### src/hw/c8b_codec_regs.svh
// named constants of the 8b/10b character codec: code patterns, counts, reset values
// assumes it is included by bare name from the package and the codec modules
`ifndef C8B_CODEC_REGS_SVH
`define C8B_CODEC_REGS_SVH

// ==================================================
// running disparity
`define C8B_RD_NEG     1'h0
`define C8B_BAL6       3'h3
`define C8B_BAL4       3'h2
`define C8B_PLUS6      6'h07
`define C8B_MINUS6     6'h38
`define C8B_PLUS4      4'h3
`define C8B_MINUS4     4'hC

// ==================================================
// special patterns
`define C8B_K28_6B     6'h0F
`define C8B_K28_X      5'h1C
`define C8B_ALT7       4'h7
`define C8B_Y7         3'h7
`define C8B_ALTN_X0    5'h11
`define C8B_ALTN_X1    5'h12
`define C8B_ALTN_X2    5'h14
`define C8B_ALTP_X0    5'h0B
`define C8B_ALTP_X1    5'h0D
`define C8B_ALTP_X2    5'h0E
`define C8B_KALT_X0    5'h17
`define C8B_KALT_X1    5'h1B
`define C8B_KALT_X2    5'h1D
`define C8B_KALT_X3    5'h1E

// ==================================================
// serial framing
`define C8B_FIRST_BIT  4'h0
`define C8B_LAST_BIT   4'h9
`define C8B_IDLE_BYTE  8'hBC
`define C8B_IDLE_FLAG  1'h1

`endif

### src/hw/c8b_pkg.sv
// types and sub-block helpers shared by the codec and its encoder core
// assumes the constants header is on the include path
`include "c8b_codec_regs.svh"

package c8b_pkg;

  // ==================================================
  // host character carrier
  typedef struct packed {
    logic       specialFlag;
    logic [7:0] data;
  } c8b_char_t;

  // count of ones in a sub-block, four-bit blocks padded with zeros
  function automatic logic [2:0] c8b_ones(input logic [5:0] v);
    logic [2:0] n;
    n = 3'h0;
    for (int i = 0; i < 6; i++) begin
      n = n + {2'h0, v[i]};
    end
    return n;
  endfunction : c8b_ones

  // disparity after a six-bit sub-block
  function automatic logic c8b_rd6(input logic [5:0] s, input logic rd);
    logic [2:0] n;
    n = c8b_ones(s);
    if (n > `C8B_BAL6 || s == `C8B_PLUS6) return 1'h1;
    if (n < `C8B_BAL6 || s == `C8B_MINUS6) return 1'h0;
    return rd;
  endfunction : c8b_rd6

  // disparity after a four-bit sub-block
  function automatic logic c8b_rd4(input logic [3:0] s, input logic rd);
    logic [2:0] n;
    n = c8b_ones({2'h0, s});
    if (n > `C8B_BAL4 || s == `C8B_PLUS4) return 1'h1;
    if (n < `C8B_BAL4 || s == `C8B_MINUS4) return 1'h0;
    return rd;
  endfunction : c8b_rd4

  // abcdei for EDCBA, negative column
  function automatic logic [5:0] c8b_tbl6(input logic [4:0] x);
    logic [5:0] t [32];
    t = '{6'h27, 6'h1D, 6'h2D, 6'h31, 6'h35, 6'h29, 6'h19, 6'h38,
          6'h39, 6'h25, 6'h15, 6'h34, 6'h0D, 6'h2C, 6'h1C, 6'h17,
          6'h1B, 6'h23, 6'h13, 6'h32, 6'h0B, 6'h2A, 6'h1A, 6'h3A,
          6'h33, 6'h26, 6'h16, 6'h36, 6'h0E, 6'h2E, 6'h1E, 6'h2B};
    return t[x];
  endfunction : c8b_tbl6

  // fghj for HGF, negative column, primary forms
  function automatic logic [3:0] c8b_tbl4(input logic [2:0] y);
    logic [3:0] t [8];
    t = '{4'hB, 4'h9, 4'h5, 4'hC, 4'hD, 4'hA, 4'h6, 4'hE};
    return t[y];
  endfunction : c8b_tbl4

  // positive column: unbalanced blocks and the two tie patterns flip
  function automatic logic [5:0] c8b_pos6(input logic [5:0] n);
    return (c8b_ones(n) != `C8B_BAL6 || n == `C8B_MINUS6) ? ~n : n;
  endfunction : c8b_pos6

  function automatic logic [3:0] c8b_pos4(input logic [3:0] n);
    return (c8b_ones({2'h0, n}) != `C8B_BAL4 || n == `C8B_MINUS4) ? ~n : n;
  endfunction : c8b_pos4

endpackage : c8b_pkg

### src/hw/c8b_codec.sv
// 8b/10b character codec: host byte port to a serial bit stream and back
// assumes host and serial inputs are synchronous to mclk; receive alignment comes from serInFirst
//
// Contract
// - each host byte with its flag becomes one ten-bit character that is shifted out one bit per clock.
// - received bits are gathered ten at a time and each data character is turned back into its byte.
// - every byte value has an encoding and spare patterns carry the special characters.
// - host data bit 0 is code letter A and bit 7 is letter H.
// - encoded bits a..h follow A..H while i comes from A..E and j from F..H.
// - a character splits into abcdei coding EDCBA and fghj coding HGF.
// - a flag beside each character is low for data and high for a special character.
// - a data character is named by EDCBA as xx and HGF as y.
// - bits go out in the order a, b, c, d, e, i, f, g, h, j.
// - disparity moves after each sub-block by its weight or its tie pattern, else it holds.
// - a character missing from the column of the current disparity is a violation yet still moves disparity.
`timescale 1ns/1ps

`include "c8b_codec_regs.svh"

module c8b_codec (
  // clock and reset
  input  wire logic                 mclk,
  input  wire logic                 arst_n,
  // host transmit side
  input  wire c8b_pkg::c8b_char_t   txChar,
  input  wire logic                 txValid,
  output logic                      txReady,
  // serial stream out
  output logic                      serOut,
  output logic                      serFirst,
  // serial stream in
  input  wire logic                 serIn,
  input  wire logic                 serInFirst,
  // host receive side
  output c8b_pkg::c8b_char_t        rxChar,
  output logic                      rxValid,
  output logic                      rxViolation,
  // disparity status
  output logic                      txDisparity,
  output logic                      rxDisparity
);

  // ==================================================
  // receive decode helpers

  // abcdei to {special K28 block, EDCBA}; unknown blocks give zero and fail the check
  function automatic logic [5:0] dec6(input logic [5:0] s);
    logic [5:0] r;
    logic [5:0] n;
    r = 6'h00;
    for (int i = 0; i < 32; i++) begin
      n = c8b_pkg::c8b_tbl6(5'(i));
      if (s == n || s == c8b_pkg::c8b_pos6(n)) r = {1'h0, 5'(i)};
    end
    if (s == `C8B_K28_6B || s == ~`C8B_K28_6B) r = {1'h1, `C8B_K28_X};
    return r;
  endfunction : dec6

  // fghj to HGF, alternate .7 forms included; behind the inverted K28 block the balanced
  // forms arrive complemented, so they are folded back first, else .1/.6 and .2/.5 alias
  function automatic logic [2:0] dec4(input logic [3:0] s, input logic k28Flip);
    logic [2:0] r;
    logic [3:0] n;
    logic [3:0] t;
    logic       bal;
    bal = c8b_pkg::c8b_ones({2'h0, s}) == `C8B_BAL4 && s != `C8B_PLUS4 && s != `C8B_MINUS4;
    t   = (k28Flip && bal) ? ~s : s;
    r   = 3'h0;
    for (int i = 0; i < 8; i++) begin
      n = c8b_pkg::c8b_tbl4(3'(i));
      if (t == n || t == c8b_pkg::c8b_pos4(n)) r = 3'(i);
    end
    if (t == `C8B_ALT7 || t == ~`C8B_ALT7) r = `C8B_Y7;
    return r;
  endfunction : dec4

  // ==================================================
  // transmit registers
  logic [3:0] txCnt_r;
  logic [3:0] txCnt_nxt;
  logic [9:0] txShift_r;
  logic [9:0] txShift_nxt;
  logic       txRd_r;
  logic       txRd_nxt;
  logic       txReady_r;
  logic       serFirst_r;

  // ==================================================
  // transmit slot selection
  // a new character enters only on the last bit slot, so the link never stalls mid character
  wire logic txLoad = txCnt_r == `C8B_LAST_BIT;
  wire logic txTake = txLoad && txValid && txReady_r;

  // an empty slot is filled with the comma special so the line keeps transitions and balance
  wire logic       encFlag = txTake ? txChar.specialFlag : `C8B_IDLE_FLAG;
  wire logic [7:0] encByte = txTake ? txChar.data : `C8B_IDLE_BYTE;
  wire logic [9:0] encCode;
  wire logic       encRd;

  // transmit encoder, same core as the receive check so both agree on every pattern
  c8b_enc_core txEnc (
    .specialFlag (encFlag),
    .dataByte    (encByte),
    .rdIn        (txRd_r),
    .code        (encCode),
    .rdOut       (encRd)
  );

  // next-state terms of the serializer
  assign txCnt_nxt   = txLoad ? `C8B_FIRST_BIT : txCnt_r + 4'h1;
  assign txShift_nxt = txLoad ? encCode : {txShift_r[8:0], 1'h0};
  assign txRd_nxt    = txLoad ? encRd : txRd_r;

  // serializer state, one bit per clock
  always_ff @(posedge mclk or negedge arst_n) begin
    if (!arst_n) begin
      txCnt_r    <= `C8B_LAST_BIT;
      txShift_r  <= 10'h000;
      txRd_r     <= `C8B_RD_NEG;
      txReady_r  <= 1'h1;
      serFirst_r <= 1'h0;
    end else begin
      txCnt_r    <= txCnt_nxt;
      txShift_r  <= txShift_nxt;
      txRd_r     <= txRd_nxt;
      txReady_r  <= txCnt_nxt == `C8B_LAST_BIT;
      serFirst_r <= txLoad;
    end
  end

  assign txReady     = txReady_r;
  assign serOut      = txShift_r[9];
  assign serFirst    = serFirst_r;
  assign txDisparity = txRd_r;

  // ==================================================
  // receive registers
  logic [3:0]         rxCnt_r;
  logic [3:0]         rxCnt_nxt;
  logic [8:0]         rxShift_r;
  logic               rxRd_r;
  logic               rxRd_nxt;
  c8b_pkg::c8b_char_t rxChar_r;
  logic               rxValid_r;
  logic               rxViol_r;

  // ==================================================
  // deserializer framing
  // serInFirst restarts the count on bit a; without it the count free runs from reset
  wire logic [3:0] rxCntEff = serInFirst ? `C8B_FIRST_BIT : rxCnt_r;
  wire logic       rxDone   = rxCntEff == `C8B_LAST_BIT;
  wire logic [9:0] rxWord   = {rxShift_r[8:0], serIn};
  assign rxCnt_nxt = rxDone ? `C8B_FIRST_BIT : rxCntEff + 4'h1;

  // ==================================================
  // character decode
  wire logic [5:0] dec6Res = dec6(rxWord[9:4]);
  wire logic [2:0] rxHigh  = dec4(rxWord[3:0], rxWord[9:4] == ~`C8B_K28_6B);
  wire logic [4:0] rxLow   = dec6Res[4:0];
  // alternate .7 with these low blocks only exists as a special
  wire logic rxAlt = rxWord[3:0] == `C8B_ALT7 || rxWord[3:0] == ~`C8B_ALT7;
  wire logic rxKAltX = rxLow == `C8B_KALT_X0 || rxLow == `C8B_KALT_X1 ||
                       rxLow == `C8B_KALT_X2 || rxLow == `C8B_KALT_X3;
  wire logic       rxSpecial = dec6Res[5] || (rxAlt && rxKAltX);
  wire logic [7:0] rxByte    = {rxHigh, rxLow};
  wire logic [9:0] chkCode;

  // re-encode with the receiver disparity: any difference means the character is not in that column
  c8b_enc_core rxChk (
    .specialFlag (rxSpecial),
    .dataByte    (rxByte),
    .rdIn        (rxRd_r),
    .code        (chkCode),
    .rdOut       ()
  );

  wire logic rxBad = chkCode != rxWord;
  // disparity follows the received bits whatever their validity
  assign rxRd_nxt = rxDone ? c8b_pkg::c8b_rd4(rxWord[3:0], c8b_pkg::c8b_rd6(rxWord[9:4], rxRd_r)) : rxRd_r;

  // deserializer and registered decode results
  always_ff @(posedge mclk or negedge arst_n) begin
    if (!arst_n) begin
      rxCnt_r   <= `C8B_FIRST_BIT;
      rxShift_r <= 9'h000;
      rxRd_r    <= `C8B_RD_NEG;
      rxChar_r  <= '0;
      rxValid_r <= 1'h0;
      rxViol_r  <= 1'h0;
    end else begin
      rxCnt_r   <= rxCnt_nxt;
      rxShift_r <= rxWord[8:0];
      rxRd_r    <= rxRd_nxt;
      rxValid_r <= rxDone;
      rxViol_r  <= rxDone && rxBad;
      if (rxDone) begin
        rxChar_r <= '{specialFlag: rxSpecial, data: rxByte};
      end
    end
  end

  assign rxChar      = rxChar_r;
  assign rxValid     = rxValid_r;
  assign rxViolation = rxViol_r;
  assign rxDisparity = rxRd_r;

endmodule : c8b_codec

### src/hw/c8b_enc_core.sv
// combinational 8b/10b encoder: one byte plus flag and entry disparity to one character
// assumes the caller registers code and exit disparity; code[9] is bit a, code[0] is bit j
`timescale 1ns/1ps

`include "c8b_codec_regs.svh"

module c8b_enc_core (
  // character in
  input  wire logic       specialFlag,
  input  wire logic [7:0] dataByte,
  input  wire logic       rdIn,
  // character out
  output logic [9:0]      code,
  output logic            rdOut
);

  // ==================================================
  // sub-block split
  wire logic [4:0] lowBits  = dataByte[4:0];          // EDCBA, bit 0 is A
  wire logic [2:0] highBits = dataByte[7:5];          // HGF
  wire logic       isK28    = specialFlag && lowBits == `C8B_K28_X;

  // six-bit block from EDCBA, bit i comes from A..E
  wire logic [5:0] neg6  = isK28 ? `C8B_K28_6B : c8b_pkg::c8b_tbl6(lowBits);
  wire logic [5:0] sub6  = rdIn ? c8b_pkg::c8b_pos6(neg6) : neg6;
  wire logic       rdMid = c8b_pkg::c8b_rd6(sub6, rdIn);

  // alternate .7 avoids a run of five; specials always use it
  wire logic altNeg = !rdMid && (lowBits == `C8B_ALTN_X0 || lowBits == `C8B_ALTN_X1 || lowBits == `C8B_ALTN_X2);
  wire logic altPos = rdMid && (lowBits == `C8B_ALTP_X0 || lowBits == `C8B_ALTP_X1 || lowBits == `C8B_ALTP_X2);
  wire logic useAlt = highBits == `C8B_Y7 && (specialFlag || altNeg || altPos);

  // four-bit block from HGF, bit j comes from F..H
  wire logic [3:0] neg4   = useAlt ? `C8B_ALT7 : c8b_pkg::c8b_tbl4(highBits);
  wire logic [3:0] pos4   = c8b_pkg::c8b_pos4(neg4);
  // K28 inverts balanced fghj after a negative six-bit block
  wire logic       k28Inv = isK28 && !rdMid && pos4 == neg4 && neg4 != `C8B_MINUS4;
  wire logic [3:0] sub4   = rdMid ? pos4 : (k28Inv ? ~neg4 : neg4);

  // a..e, i, f..h, j in transmit order
  assign code  = {sub6, sub4};
  assign rdOut = c8b_pkg::c8b_rd4(sub4, rdMid);

endmodule : c8b_enc_core

### config.mk
export PLATFORM = sky130hd
export DESIGN_NAME = c8b_codec
export DESIGN_NICKNAME = d
export VERILOG_FILES = /design/src/hw/c8b_pkg.sv /design/src/hw/c8b_codec.sv /design/src/hw/c8b_enc_core.sv
export VERILOG_INCLUDE_DIRS = /design/src /design/src/hw
export SDC_FILE = /design/constraint.sdc
export NUM_CORES = 1
export LEC_CHECK = 0
export ABC_AREA = 1
export BUFFER_PORTS_ARGS = -buffer_cell sky130_fd_sc_hd__buf_4
export CORE_MARGIN = 2
export CORE_UTILIZATION = 48
export DETAILED_ROUTE_END_ITERATION = 6
export MAX_ROUTING_LAYER = met4
export PLACE_DENSITY = 0.68
export SLEW_MARGIN = 5
export SYNTH_ARGS = -nofsm -noshare
export SYNTH_HDL_FRONTEND = slang
export SYNTH_SLANG_ARGS = --single-unit
### constraint.sdc
create_clock -name mclk -period 9.42 [get_ports mclk]
set_clock_uncertainty 0.05 [all_clocks]
set_input_delay 0.471 -clock mclk [delete_from_list [all_inputs] [get_ports mclk]]
set_output_delay 0.471 -clock mclk [all_outputs]
set_load 0.01 [all_outputs]
# Word level (Yosys, flattened, before mapping)

Memories as Yosys holds them, arrays and structs flattened.
Index checks and enable logic that the tools add are counted.

Add/subtract/negate cells: 39
$mul: 0
Divide/modulo/power cells: 0
$lt $le $gt $ge: 14
Eq/ne operators: 107
Shifts and indexed selects: 0
Muxes and demuxes: 104
Bitwise logic cells: 9
Reduce and logical (&&, ||, !) cells: 74

Operators by type and width:

| operator           | count |
|---|---|
| $mux 6             | 40 |
| $eq 6x6->1 const B | 27 |
| $add 3x1->3        | 26 |
| $eq 6x5->1 const B | 13 |
| $mux 4             | 16 |
| $eq 5x5->1 const B | 12 |
| $eq 4x4->1 const B | 14 |
| $logic_or 1x1->1   | 49 |
| $eq 6x4->1 const B | 7 |
| $mux 1             | 38 |
| $eq 5x4->1 const B | 6 |
| $eq 6x3->1 const B | 5 |
| $logic_and 1x1->1  | 21 |
| $mux 3             | 7 |
| $add 1x1->2        | 9 |
| $eq 4x2->1 const B | 4 |
| $eq 4x3->1 const B | 4 |
| $gt 3x2->1 const B | 5 |
| $lt 3x2->1 const B | 5 |
| $ge 6x6->1 const B | 2 |
| $ne 3x2->1 const B | 4 |
| $ne 4x4->1 const B | 3 |
| $not 4->4          | 3 |
| $not 5->6          | 2 |
| 17 further kinds   | 25 |

Flip-flop bits (word level): 42
Bits in latches: 0
Bits in writable memories: 0
ROM bits: 448
Bits of input ports: 14
Logic and storage cells: 363
Memories: 4

Memory list:

| memory           | depth | width | rd ports | clocked after Yosys merged registers in | wr ports | line          | text |
|---|---|---|---|---|---|---|---|
| (name not given) | 32    | 6     | 1        | 0                                       | 0        | c8b_pkg.sv:49 | `return t[x];` |
| (name not given) | 32    | 6     | 1        | 0                                       | 0        | c8b_pkg.sv:49 |  |
| (name not given) | 8     | 4     | 1        | 0                                       | 0        | c8b_pkg.sv:56 | `return t[y];` |
| (name not given) | 8     | 4     | 1        | 0                                       | 0        | c8b_pkg.sv:56 |  |

# Logic depth before layout (Yosys ltp)

Gate-level depths: netlist of run 1.

Depth after elaboration: 81
Depth in mapped cells: 69
Depth with buffers taken out: 69

# Modules after synthesis

From an unflattened synthesis of run 1, not the netlist that was laid out.

Cells, all modules: 827
Area total of the unflattened synthesis: 5624.1 um2

By module, submodules not included:

| module               | instances | cells an instance | area each (um2) |
|---|---|---|---|
| c8b_codec            | 1         | 387               | 2856.5 |
| c8b_enc_core (rxChk) | 1         | 220               | 1427.6 |
| c8b_enc_core (txEnc) | 1         | 220               | 1340.0 |

# Worst setup path after synthesis of run 1

No wires, ideal clock.

Path type: reg2reg
Start point: register rxShift_r[4]
End point: register rxViol_r (netlist: rxViolation)
Library setup time: 0.131 ns
Arrival time: 9.402 ns
Required time: 9.239 ns
Setup slack: -0.163 ns
Stages on the path, launching flop included: 69
Clock period less this slack: 9.583 ns
Path through: dfrtp_1 -> inv_1 -> ha_1 -> inv_1 -> nor2_1 -> nand2_1 -> nand2_1 -> nor2_1 -> nand3_1 -> nand2_1 -> nand4_1 -> nand2_1 -> nand2_1 -> nand2_1 -> nand4_1 -> o21bai_1 -> nand2_1 -> nand2_1 -> [33 not listed] -> o21a_1 -> nand2_2 -> nand3_1 -> nand3_2 -> nand2_4 -> nand2_2 -> inv_1 -> ha_1 -> fa_1 -> ha_1 -> nor3b_1 -> nand2_1 -> nand2_2 -> nand2_1 -> nand2_1 -> nand3_1 -> nor2_1 -> nor2_1

Cells in the longest elaborated chain, start to end: 81
Elaborated cells between the ends (all ways): 201

RTL lines:

| item                                                  | line             | text |
|---|---|---|
| from (decl)                                           | c8b_codec.sv:140 | `logic [8:0] rxShift_r;` |
| from (signal assigned)                                | c8b_codec.sv:192 | `rxShift_r <= rxWord[8:0];` |
| $eq 6x5->1 / $eq 6x6->1 (equally long branches)       | c8b_codec.sv:53  | `if (s == n \|\| s == c8b_pkg::c8b_pos6(n)) r = {1'h0, 5'(i)};` |
| $logic_or 1x1->1                                      | c8b_codec.sv:53  |  |
| $mux 1                                                | c8b_codec.sv:53  |  |
| $mux 2                                                | c8b_codec.sv:53  |  |
| $mux 6 (29 in series)                                 | c8b_codec.sv:53  |  |
| $mux 6 *                                              | c8b_codec.sv:55  | `` if (s == `C8B_K28_6B \|\| s == ~`C8B_K28_6B) r = {1'h1, `C8B_K28_X}; `` |
| named net dec6Res[0]                                  | c8b_codec.sv:157 | `wire logic [5:0] dec6Res = dec6(rxWord[9:4]);` |
| branches (longest 45 deep; another with $mem_v2 32x6) | -                |  |
| $ne 10x10->1 *                                        | c8b_codec.sv:177 | `wire logic rxBad = chkCode != rxWord;` |
| $logic_and 1x1->1 *                                   | c8b_codec.sv:195 | `rxViol_r <= rxDone && rxBad;` |
| to (signal assigned)                                  | c8b_codec.sv:195 |  |
| to (decl)                                             | c8b_codec.sv:145 | `logic rxViol_r;` |

Mark *: on every way through the listed nets, which the timed path passes. The select of a mux whose other input is x is not followed.
A chain may end at the register's enable or synchronous reset.

# Worst setup path in the final report of run 1

Start point: register rxShift_r[3]
End point: register rxViol_r (netlist: rxViolation)

The elaborated chain is that of the path after synthesis.

==> flow_summary.yaml, run 1 <==
timing:
  rsz0062_at_grt: "yes"
  slew_violations: 0
  final_min_period_over_clock_period: 0.999
  report.final.hold_viol_count: 0
  slew_headroom: 0.318
  tightest_slew_ns: 1.01
  fin_crit_ns: 9.41
  fmax_mhz: 106
  setup_violations: 0
placed_design:
  port_buffers: 29
  post-dp-hpwl_mm: 10.2
  gp_congestion: 0.974
  place_area_um2: 6070
clock_tree:
  htree_levels: 2
  tritoncts: "yes"
  cts.sinks: 42
  clk_pin_slew_ns: 0.08
  cts-buffers-inserted: 5
  cts_hold_buf: 0
  clk_latency_ns: 0.29
  root_buffer: "clkbuf_8"
  clockBufferDepth: 2
route:
  drcViolationCount: 0
  wl_per_cell_um: 13.0
  postRouteWirelength_mm: 13.2
  vias_per_cell: 5.03
  vias: 5089
  first_pass_iters: 5
  drt_iter0_markers: 318
  ant_nets: 0
power:
  switchingPower_mw: 0.851
  clockPowerShare: 0.079
  pwr-share-comb: 0.804
  leakagePower_nw: 3.45
  p_int_mw: 0.954
  power.total_mw: 1.81
  p_seq_frac: 0.117
  p_sw_frac: 0.471
  powerDensity_nw_per_um2: 270
  ir_drop_mv: 0.622
worst_setup_path:
  critPathRequiredTime_ns: 9.54
  crit_type: "reg -> reg"
  critPathMostFrequentCell: "nand2_1"
  end_kind: "register"
  slowest_stage: "fa_1"
  arrival_ns: 9.54
  max_stage_delay_ns: 0.52
  r2r_start: "rxShift_r[3]$_DFF_PN0_"
  cp-start-kind: "register"
  r2r_cells: 68
  timing.rr.end: "rxViolation$_DFF_PN0_"
  critPathMaxFanout: 4
  r2r_slack_ns: 0.006
yosys:
  yosys.area_share.simple: 0.330
  ys_seq_elements: 42
  yosys.area_share.xor_xnor: 0.0393
  synthAdderAreaFrac: 0.185
  postSynthAreaPerCell_um2: 6.76
  muxShareOfSynthArea: 0
  synth_compound_area_frac: 0.121
  yosysUniqueCellTypes: 51
  synth_edf_count: 0
  syn_nets: 836
  syn_inst: 757
  async_reset_ff_frac: 1.00
  synth_top_family_by_area: "simple AND/OR/NAND/NOR gates"
  ys.flop_type: "dfrtp_1"
  syn_area_um2: 5120
  yosysWarningCount: 0
  synth-seq-area-share: 0.206
run:
  timing.max_cap.violations: 0
die:
  ios: 30
  rows: 37
  coreArea_um2: 10300
  die_area_um2: 11500
  start_util: 0.496
  die_width_um: 107
  die_h_um: 107
grt:
  grt_max_degree: 43
  grt.total_usage: 0.235
  antenna_found_initial: 0
  grt.overflow.total: 0
  grt_pass1_vias: 4876
  grt_pass1_wl_mm: 21.7
final_layout:
  drive_gt1_frac: 0.323
  synthToLayoutAreaGrowth_pct: 30.7
  design_area_um2: 6690
  antenna_cells: 0
  fin_nets: 954
worst_hold_path:
  hold_path.class: "in -> async"
outcome:
  status: "finished, final reports clean"
==> cell usage in the layout, fill, tap and decap left out, types with 7 or more instances in the layout <==
cell type	count
a21oi_1	16
buf_4	116
dfrtp_1	36
fa_1	14
ha_1	32
ha_4	12
inv_1	117
inv_2	30
nand2_1	152
nand2_2	23
nand2_4	7
nand3_1	31
nand4_1	8
nor2_1	88
nor2_2	13
nor2_4	11
nor3_1	9
o21ai_0	34
o22ai_1	10
xor2_1	12
xor2_2	8
==> layout make-up <==
| class | count | area [um^2] |
|---|---|---|
| Clock buffer | 5 | 68.8 |
| Clock inverter | 3 | 45.0 |
| Fill cell | 882 | 3630 |
| Inverter | 153 | 587 |
| Multi-Input combinational cell | 556 | 3880 |
| Sequential cell | 42 | 1060 |
| Tap cell | 136 | 170 |
| Timing Repair Buffer | 117 | 882 |
==> power groups by stage <==
stage | combinational (mW) | clock [mW] | sequential (mW)
after floorplan | 0.851 | 0 | 0.215
after global placement | 1.18 | 0 | 0.214
after detailed placement | 1.23 | 0 | 0.214
after CTS | 1.27 | 0.147 | 0.211
after global routing | 1.63 | 0.153 | 0.213
final | 1.45 | 0.143 | 0.211
==> cell families (layout without fill, tap and decap cells) <==
kind of cell               after synthesis  count (layout)
and+or+nand+nor                        368             368
xor gates and xnor gates                23              23
DFF                                     42              42
adders and majority gates               65              65
AOI/OAI and AO/OA                      100             100
buffers and inverters                  159             278
==> cells in the mapped netlist, types with 4 or more instances <==
cell type / number / area share
clkbuf_1: 4 / 0.0029
fa_1: 18 / 0.070
o211ai_1: 4 / 0.0059
nand4_1: 8 / 0.0098
nor2_4: 7 / 0.015
a21oi_2: 4 / 0.0068
o21ai_0: 38 / 0.037
a21oi_1: 18 / 0.018
o21ai_1: 5 / 0.0049
nand2_2: 16 / 0.020
inv_2: 21 / 0.015
nand3_2: 4 / 0.0078
xor2_1: 20 / 0.034
inv_1: 130 / 0.095
nand3_1: 34 / 0.033
a31oi_1: 6 / 0.0073
nor2_1: 96 / 0.070
nand2_1: 163 / 0.12
o22ai_1: 10 / 0.012
nor2_2: 9 / 0.011
ha_1: 47 / 0.11
nor4_1: 4 / 0.0049
nor3_1: 12 / 0.012
dfrtp_1: 39 / 0.19
==> routing by layer <==
metal / track usage / up-vias / part of all wire
li1: - / 2594 / -
met4: 0.0473 / 0 / 0.010
met1: 0.304 / 2379 / 0.44
met3: 0.0224 / 16 / 0.032
met2: 0.404 / 100 / 0.51
met5: - / - / 0
==> through the flow <==
step / utilization / setup slack [ns] / instances / hold WS (ns) / setup TNS (ns)
4_1_cts: 0.617 / -0.0198 / 1003 / 0.112 / -0.0198
6_report: 0.648 / 0.00551 / 1012 / 0.102 / 0
2_1_floorplan: - / 0.0314 / 757 / 0.125 / 0
3_5_place_dp: 0.588 / -0.323 / 990 / 0.388 / -0.370
5_1_grt: 0.648 / -0.644 / 1012 / 0.141 / -0.713
3_3_place_gp: 0.588 / -0.117 / 990 / 0.382 / -0.117
==> worst max-delay path by stage <==
| stage | from | end | slack [ns] | depth (start not counted) |
|---|---|---|---|---|
| 5_1_grt | rxShift_r[4]$_DFF_PN0_ | rxViolation$_DFF_PN0_ | -0.64 | 71 |
| 3_3_place_gp | rxShift_r[3]$_DFF_PN0_ | rxViolation$_DFF_PN0_ | -0.12 | 66 |
| 2_1_floorplan | rxShift_r[4]$_DFF_PN0_ | rxViolation$_DFF_PN0_ | 0.03 | 68 |
| 6_report | rxShift_r[3]$_DFF_PN0_ | rxViolation$_DFF_PN0_ | 0.006 | 68 |
| 4_1_cts | rxShift_r[3]$_DFF_PN0_ | rxViolation$_DFF_PN0_ | -0.02 | 67 |
| 3_5_place_dp | rxShift_r[3]$_DFF_PN0_ | rxViolation$_DFF_PN0_ | -0.32 | 66 |
==> what timing repair did <==
| item | 4_1_cts | 5_1_grt |
|---|---|---|
| setup buffers | 5 | 9 |
| setup endpoints to repair | 2 | 2 |
| resized for setup | 40 | 59 |
| pin swaps | 16 | 38 |
| gates cloned | 0 | 0 |
==> state kept, by name, summed over array words and instances, names as in the netlist <==
name	cells
rxChar	9
rxCnt_r	4
rxDisparity	1
rxShift_r	9
rxValid	1
rxViolation	1
serFirst	1
txCnt_r	4
txDisparity	1
txReady	1
txShift_r	10
==> critical path, delay by kind of cell, from the launching register on <==
kind | cells | cell delay (ns)
xor+xnor | 1 | 0.18
compound gates | 5 | 0.70
buf+inv | 12 | 0.71
simple gates | 37 | 2.77
flops | 1 | 0.47
fa+ha+maj | 13 | 4.37
(Power assumes the default switching activity.)
==> run 2: changes to the inputs <==
- GPL_TIMING_DRIVEN: default -> 0
==> flow_summary.yaml, run 2 (same netlist as run 1, synthesis figures left out) <==
outcome:
  status: "complete, but fails checks"
  violations: "setup timing"
power:
  p_int_mw: 0.903
  p_seq_frac: 0.121
  p_sw_frac: 0.483
  power.total_mw: 1.75
  powerDensity_nw_per_um2: 270
  pwr-share-comb: 0.795
  leakagePower_nw: 3.27
  clockPowerShare: 0.084
  switchingPower_mw: 0.844
  ir_drop_mv: 0.657
worst_setup_path:
  cp-start-kind: "register"
  crit_type: "reg -> reg"
  arrival_ns: 9.61
  critPathMaxFanout: 4
  end_kind: "register"
  slowest_stage: "fa_1"
  critPathRequiredTime_ns: 9.54
  critPathMostFrequentCell: "nand2_1"
  max_stage_delay_ns: 0.50
run:
  timing.max_cap.violations: 0
final_layout:
  synthToLayoutAreaGrowth_pct: 26.5
  final_core_utilization: 0.627
  num-fill-cells: 911
  fin_nets: 915
  top_register: "txShift_r"
  layout_common_cells: "nand2_1, inv_1, nor2_1"
  final_cells: 973
  ff_latch_area_um2: 1060
  largest_reg_flops: 10
  drive_gt1_frac: 0.297
  design_area_um2: 6480
  multiInputGateArea_um2: 3970
  final_common_cell: "nand2_1"
  antenna_cells: 0
die:
  die_width_um: 107
  die_h_um: 107
  start_util: 0.496
  rows: 37
  ios: 30
  coreArea_um2: 10300
  die_area_um2: 11500
timing:
  setup_violations: 1
  slew_headroom: 0.310
  rsz0062_at_grt: "yes"
  tightest_slew_ns: 1.03
  final_min_period_over_clock_period: 1.01
  fin_crit_ns: 9.49
  report.final.hold_viol_count: 0
  setup_slack_ns: -0.0738
  hold_ws_ns: 0.0993
  fin_tns_setup_ns: -0.0738
  fmax_mhz: 105
  slew_violations: 0
grt:
  grt.overflow.total: 0
  grt.total_usage: 0.239
  antenna_found_initial: 0
  grt_pass1_wl_mm: 22.0
  grt_pass1_vias: 5053
  grt_max_degree: 43
clock_tree:
  cts-buffers-inserted: 5
  clockBufferDepth: 2
  root_buffer: "clkbuf_8"
  clk_latency_ns: 0.29
  clk_pin_slew_ns: 0.08
  cts.sinks: 42
  htree_levels: 2
  tritoncts: "yes"
route:
  drt_iter0_markers: 299
  vias: 5034
  ant_nets: 0
  drcViolationCount: 0
  postRouteWirelength_mm: 13.0
  vias_per_cell: 5.17
  wl_per_cell_um: 13.3
  first_pass_iters: 5
placed_design:
  gp_congestion: 0.942
  place_area_um2: 5540
  dp_cells: 922
  pre_cts_ws_ns: -1.05
  post-dp-hpwl_mm: 9.55
  port_buffers: 29
worst_hold_path:
  hold_path.class: "in -> async"
==> run 2: cell types whose count changed in the layout (fill, tap and decap cells not counted), sizes merged <==
cell | previous run | this run
buf | 117 | 74
clkinvlp | 2 | 0
clkbuf | 5 | 11
==> run 2: worst max-delay path: cells and delay by family (launching register included) <==
family,cells,cell delay [ns]
fa+ha+maj,13,4.26
simple gates,35,2.91
compound gates,5,0.82
buf+inv,11,0.71
flops,1,0.43
xor+xnor,1,0.14
==> run 2: metal layers <==
metal,vias up,GRT usage,wire (um)
met1,2385,0.301,5760
met3,23,0.0248,458
met2,104,0.413,6530
li1,2522,-,-
met5,-,-,0
met4,0,0.0575,233
==> run 2: area by class of cell <==
cell class / count / area share
Sequential cell: 42 / 0.164
Clock inverter: 1 / 0.00464
Multi-Input combinational cell: 556 / 0.613
Inverter: 153 / 0.0914
Buffer: 6 / 0.00406
Timing Repair Buffer: 72 / 0.0835
Tap cell: 136 / 0.0263
Clock buffer: 7 / 0.0133
==> run 2: timing repair <==
action / 4_1_cts / 5_1_grt
pin swaps: 28 / 30
setup endpoints to repair: 2 / 2
resized for setup: 76 / 50
hold buffers: 0 / 0
setup buffers: 24 / 19
==> run 2: path summary, 6_finish.rpt <==
kind,depth (start not counted),slack [ns],endpoint,from
max in group asynchronous,1,8.82,rxShift_r[4]$_DFF_PN0_,arst_n
max,65,-0.07,rxViolation$_DFF_PN0_,rxShift_r[4]$_DFF_PN0_
min,1,0.1,rxCnt_r[2]$_DFF_PN0_,arst_n
max reg2reg,65,-0.07,rxViolation$_DFF_PN0_,rxShift_r[4]$_DFF_PN0_
min reg2reg,2,0.41,txShift_r[6]$_DFF_PN0_,txShift_r[5]$_DFF_PN0_
min in group mclk,1,0.31,rxShift_r[0]$_DFF_PN0_,serIn
==> run 2: power groups by stage <==
| stage | sequential, mW | clock, mW | combinational (mW) |
|---|---|---|---|
| floorplan | 0.215 | 0 | 0.851 |
| global placement | 0.214 | 0 | 1.02 |
| detailed placement | 0.214 | 0 | 1.08 |
| CTS | 0.211 | 0.150 | 1.24 |
| global route | 0.213 | 0.157 | 1.57 |
| finish | 0.211 | 0.147 | 1.39 |
==> run 3: changes to the inputs <==
- CORE_MARGIN: 2 -> default
==> flow_summary.yaml, run 3 (same netlist as run 1, synthesis figures left out) <==
clock_tree:
  htree_levels: 2
  clockBufferDepth: 2
  root_buffer: "clkbuf_8"
  cts_hold_buf: 0
  cts-buffers-inserted: 5
  clk_latency_ns: 0.29
  clk_pin_slew_ns: 0.08
  cts.sinks: 42
  tritoncts: "yes"
route:
  ant_nets: 0
  drt_iter0_markers: 349
  vias_per_cell: 5.26
  vias: 5150
  drcViolationCount: 0
  first_pass_iters: 5
  postRouteWirelength_mm: 12.9
  wl_per_cell_um: 13.1
grt:
  grt_pass1_vias: 5169
  antenna_found_initial: 0
  grt.overflow.total: 0
  grt_max_degree: 43
  grt_pass1_wl_mm: 22.5
  grt.total_usage: 0.250
placed_design:
  post-dp-hpwl_mm: 9.48
  gp_congestion: 0.912
  port_buffers: 29
worst_setup_path:
  critPathRequiredTime_ns: 9.55
  end_kind: "register"
  max_stage_delay_ns: 0.54
  critPathMaxFanout: 5
  arrival_ns: 9.68
  critPathMostFrequentCell: "nand2_1"
  crit_type: "reg -> reg"
  cp-start-kind: "register"
  slowest_stage: "fa_1"
timing:
  setup_violations: 1
  setup_slack_ns: -0.138
  slew_headroom: 0.363
  rsz0062_at_grt: "yes"
  fin_crit_ns: 9.56
  fmax_mhz: 105
  slew_violations: 0
  final_min_period_over_clock_period: 1.01
  tightest_slew_ns: 0.947
  report.final.hold_viol_count: 0
power:
  clockPowerShare: 0.065
  p_sw_frac: 0.489
  p_int_mw: 0.905
  switchingPower_mw: 0.868
  powerDensity_nw_per_um2: 274
  power.total_mw: 1.77
  pwr-share-comb: 0.816
  ir_drop_mv: 0.658
  p_seq_frac: 0.120
  leakagePower_nw: 3.29
die:
  die_area_um2: 11100
  start_util: 0.496
  die_width_um: 105
  ios: 30
  coreArea_um2: 10300
  die_h_um: 105
  rows: 37
final_layout:
  antenna_cells: 0
  synthToLayoutAreaGrowth_pct: 26.5
  layout_common_cells: "nand2_1, inv_1, nor2_1"
  largest_reg_flops: 10
  final_core_utilization: 0.628
  top_register: "txShift_r"
  drive_gt1_frac: 0.307
  final_common_cell: "nand2_1"
  fin_nets: 921
run:
  timing.max_cap.violations: 0
outcome:
  status: "complete, but fails checks"
  violations: "setup timing"
worst_hold_path:
  hold_path.class: "in -> async"
-- run 3: cell count changes in the layout (fill, tap and decap cells not counted), sizes merged --
cell      delta
clkinvlp     +1
clkinv       +2
bufinv       -1
clkbuf       -2
buf          +6
-- run 3: cell type report --
cell class / instances / area (um^2)
clock inverter: 3 / 21.3
sequential: 42 / 1060
clock buffer: 5 / 68.8
buffer: 6 / 28.8
inverter: 153 / 587
timing repair buffer: 78 / 589
fill: 873 / 3840
multi-input combinational: 556 / 3950
tap: 136 / 170
-- run 3: critical path, delay by kind of cell, from the launching register on --
family,cells,cell delay [ns]
compound gates,3,0.51
simple gates,41,3.10
buf+inv,14,1.19
fa+ha+maj,12,4.13
flops,1,0.47
-- run 3: worst paths after layout --
kind | from | endpoint | slack [ns] | cells past startpoint
worst max-delay path | rxShift_r[3]$_DFF_PN0_ | rxViolation$_DFF_PN0_ | -0.14 | 70
worst min-delay path | arst_n | rxChar[3]$_DFFE_PN0P_ | 0.09 | 1
worst max register to register | rxShift_r[3]$_DFF_PN0_ | rxViolation$_DFF_PN0_ | -0.14 | 70
worst min register to register | txShift_r[6]$_DFF_PN0_ | txShift_r[7]$_DFF_PN0_ | 0.41 | 2
max in group asynchronous | arst_n | rxShift_r[5]$_DFF_PN0_ | 8.83 | 1
min in group mclk | serIn | rxShift_r[0]$_DFF_PN0_ | 0.30 | 1
-- run 3: metal layers --
| metal | global-route usage | share of wire |
|---|---|---|
| met3 | 0.0223 | 0.041 |
| met1 | 0.313 | 0.45 |
| met4 | 0.0473 | 0.0068 |
| met5 | - | 0 |
| met2 | 0.441 | 0.51 |
-- run 3: through the flow --
| stage | setup WS, ns | cell area [um^2] | std cells | hold WS [ns] | TNS, ns |
|---|---|---|---|---|---|
| floorplan | 0.0314 | 5150 | 757 | 0.125 | 0 |
| global placement | -0.877 | 5540 | 922 | 0.387 | -1.18 |
| detailed placement | -1.05 | 5540 | 922 | 0.391 | -1.57 |
| CTS | -0.182 | 6220 | 965 | 0.109 | -0.182 |
| global route | -0.734 | 6480 | 979 | 0.128 | -0.749 |
| finish | -0.138 | 6480 | 979 | 0.0898 | -0.138 |
-- run 3: power groups by stage --
stage	combinational (mW)	clock, mW	sequential [mW]
2_1_floorplan	0.851	0	0.215
3_3_place_gp	1.01	0	0.215
3_5_place_dp	1.08	0	0.215
4_1_cts	1.29	0.119	0.212
5_1_grt	1.65	0.126	0.214
6_report	1.45	0.114	0.212
-- run 3: timing repair --
item	4_1_cts	5_1_grt
hold endpoints to repair	0	0
buffers inserted	35	14
endpoints found under the setup margin	2	2
gates resized for setup	83	40
pin swaps	47	49
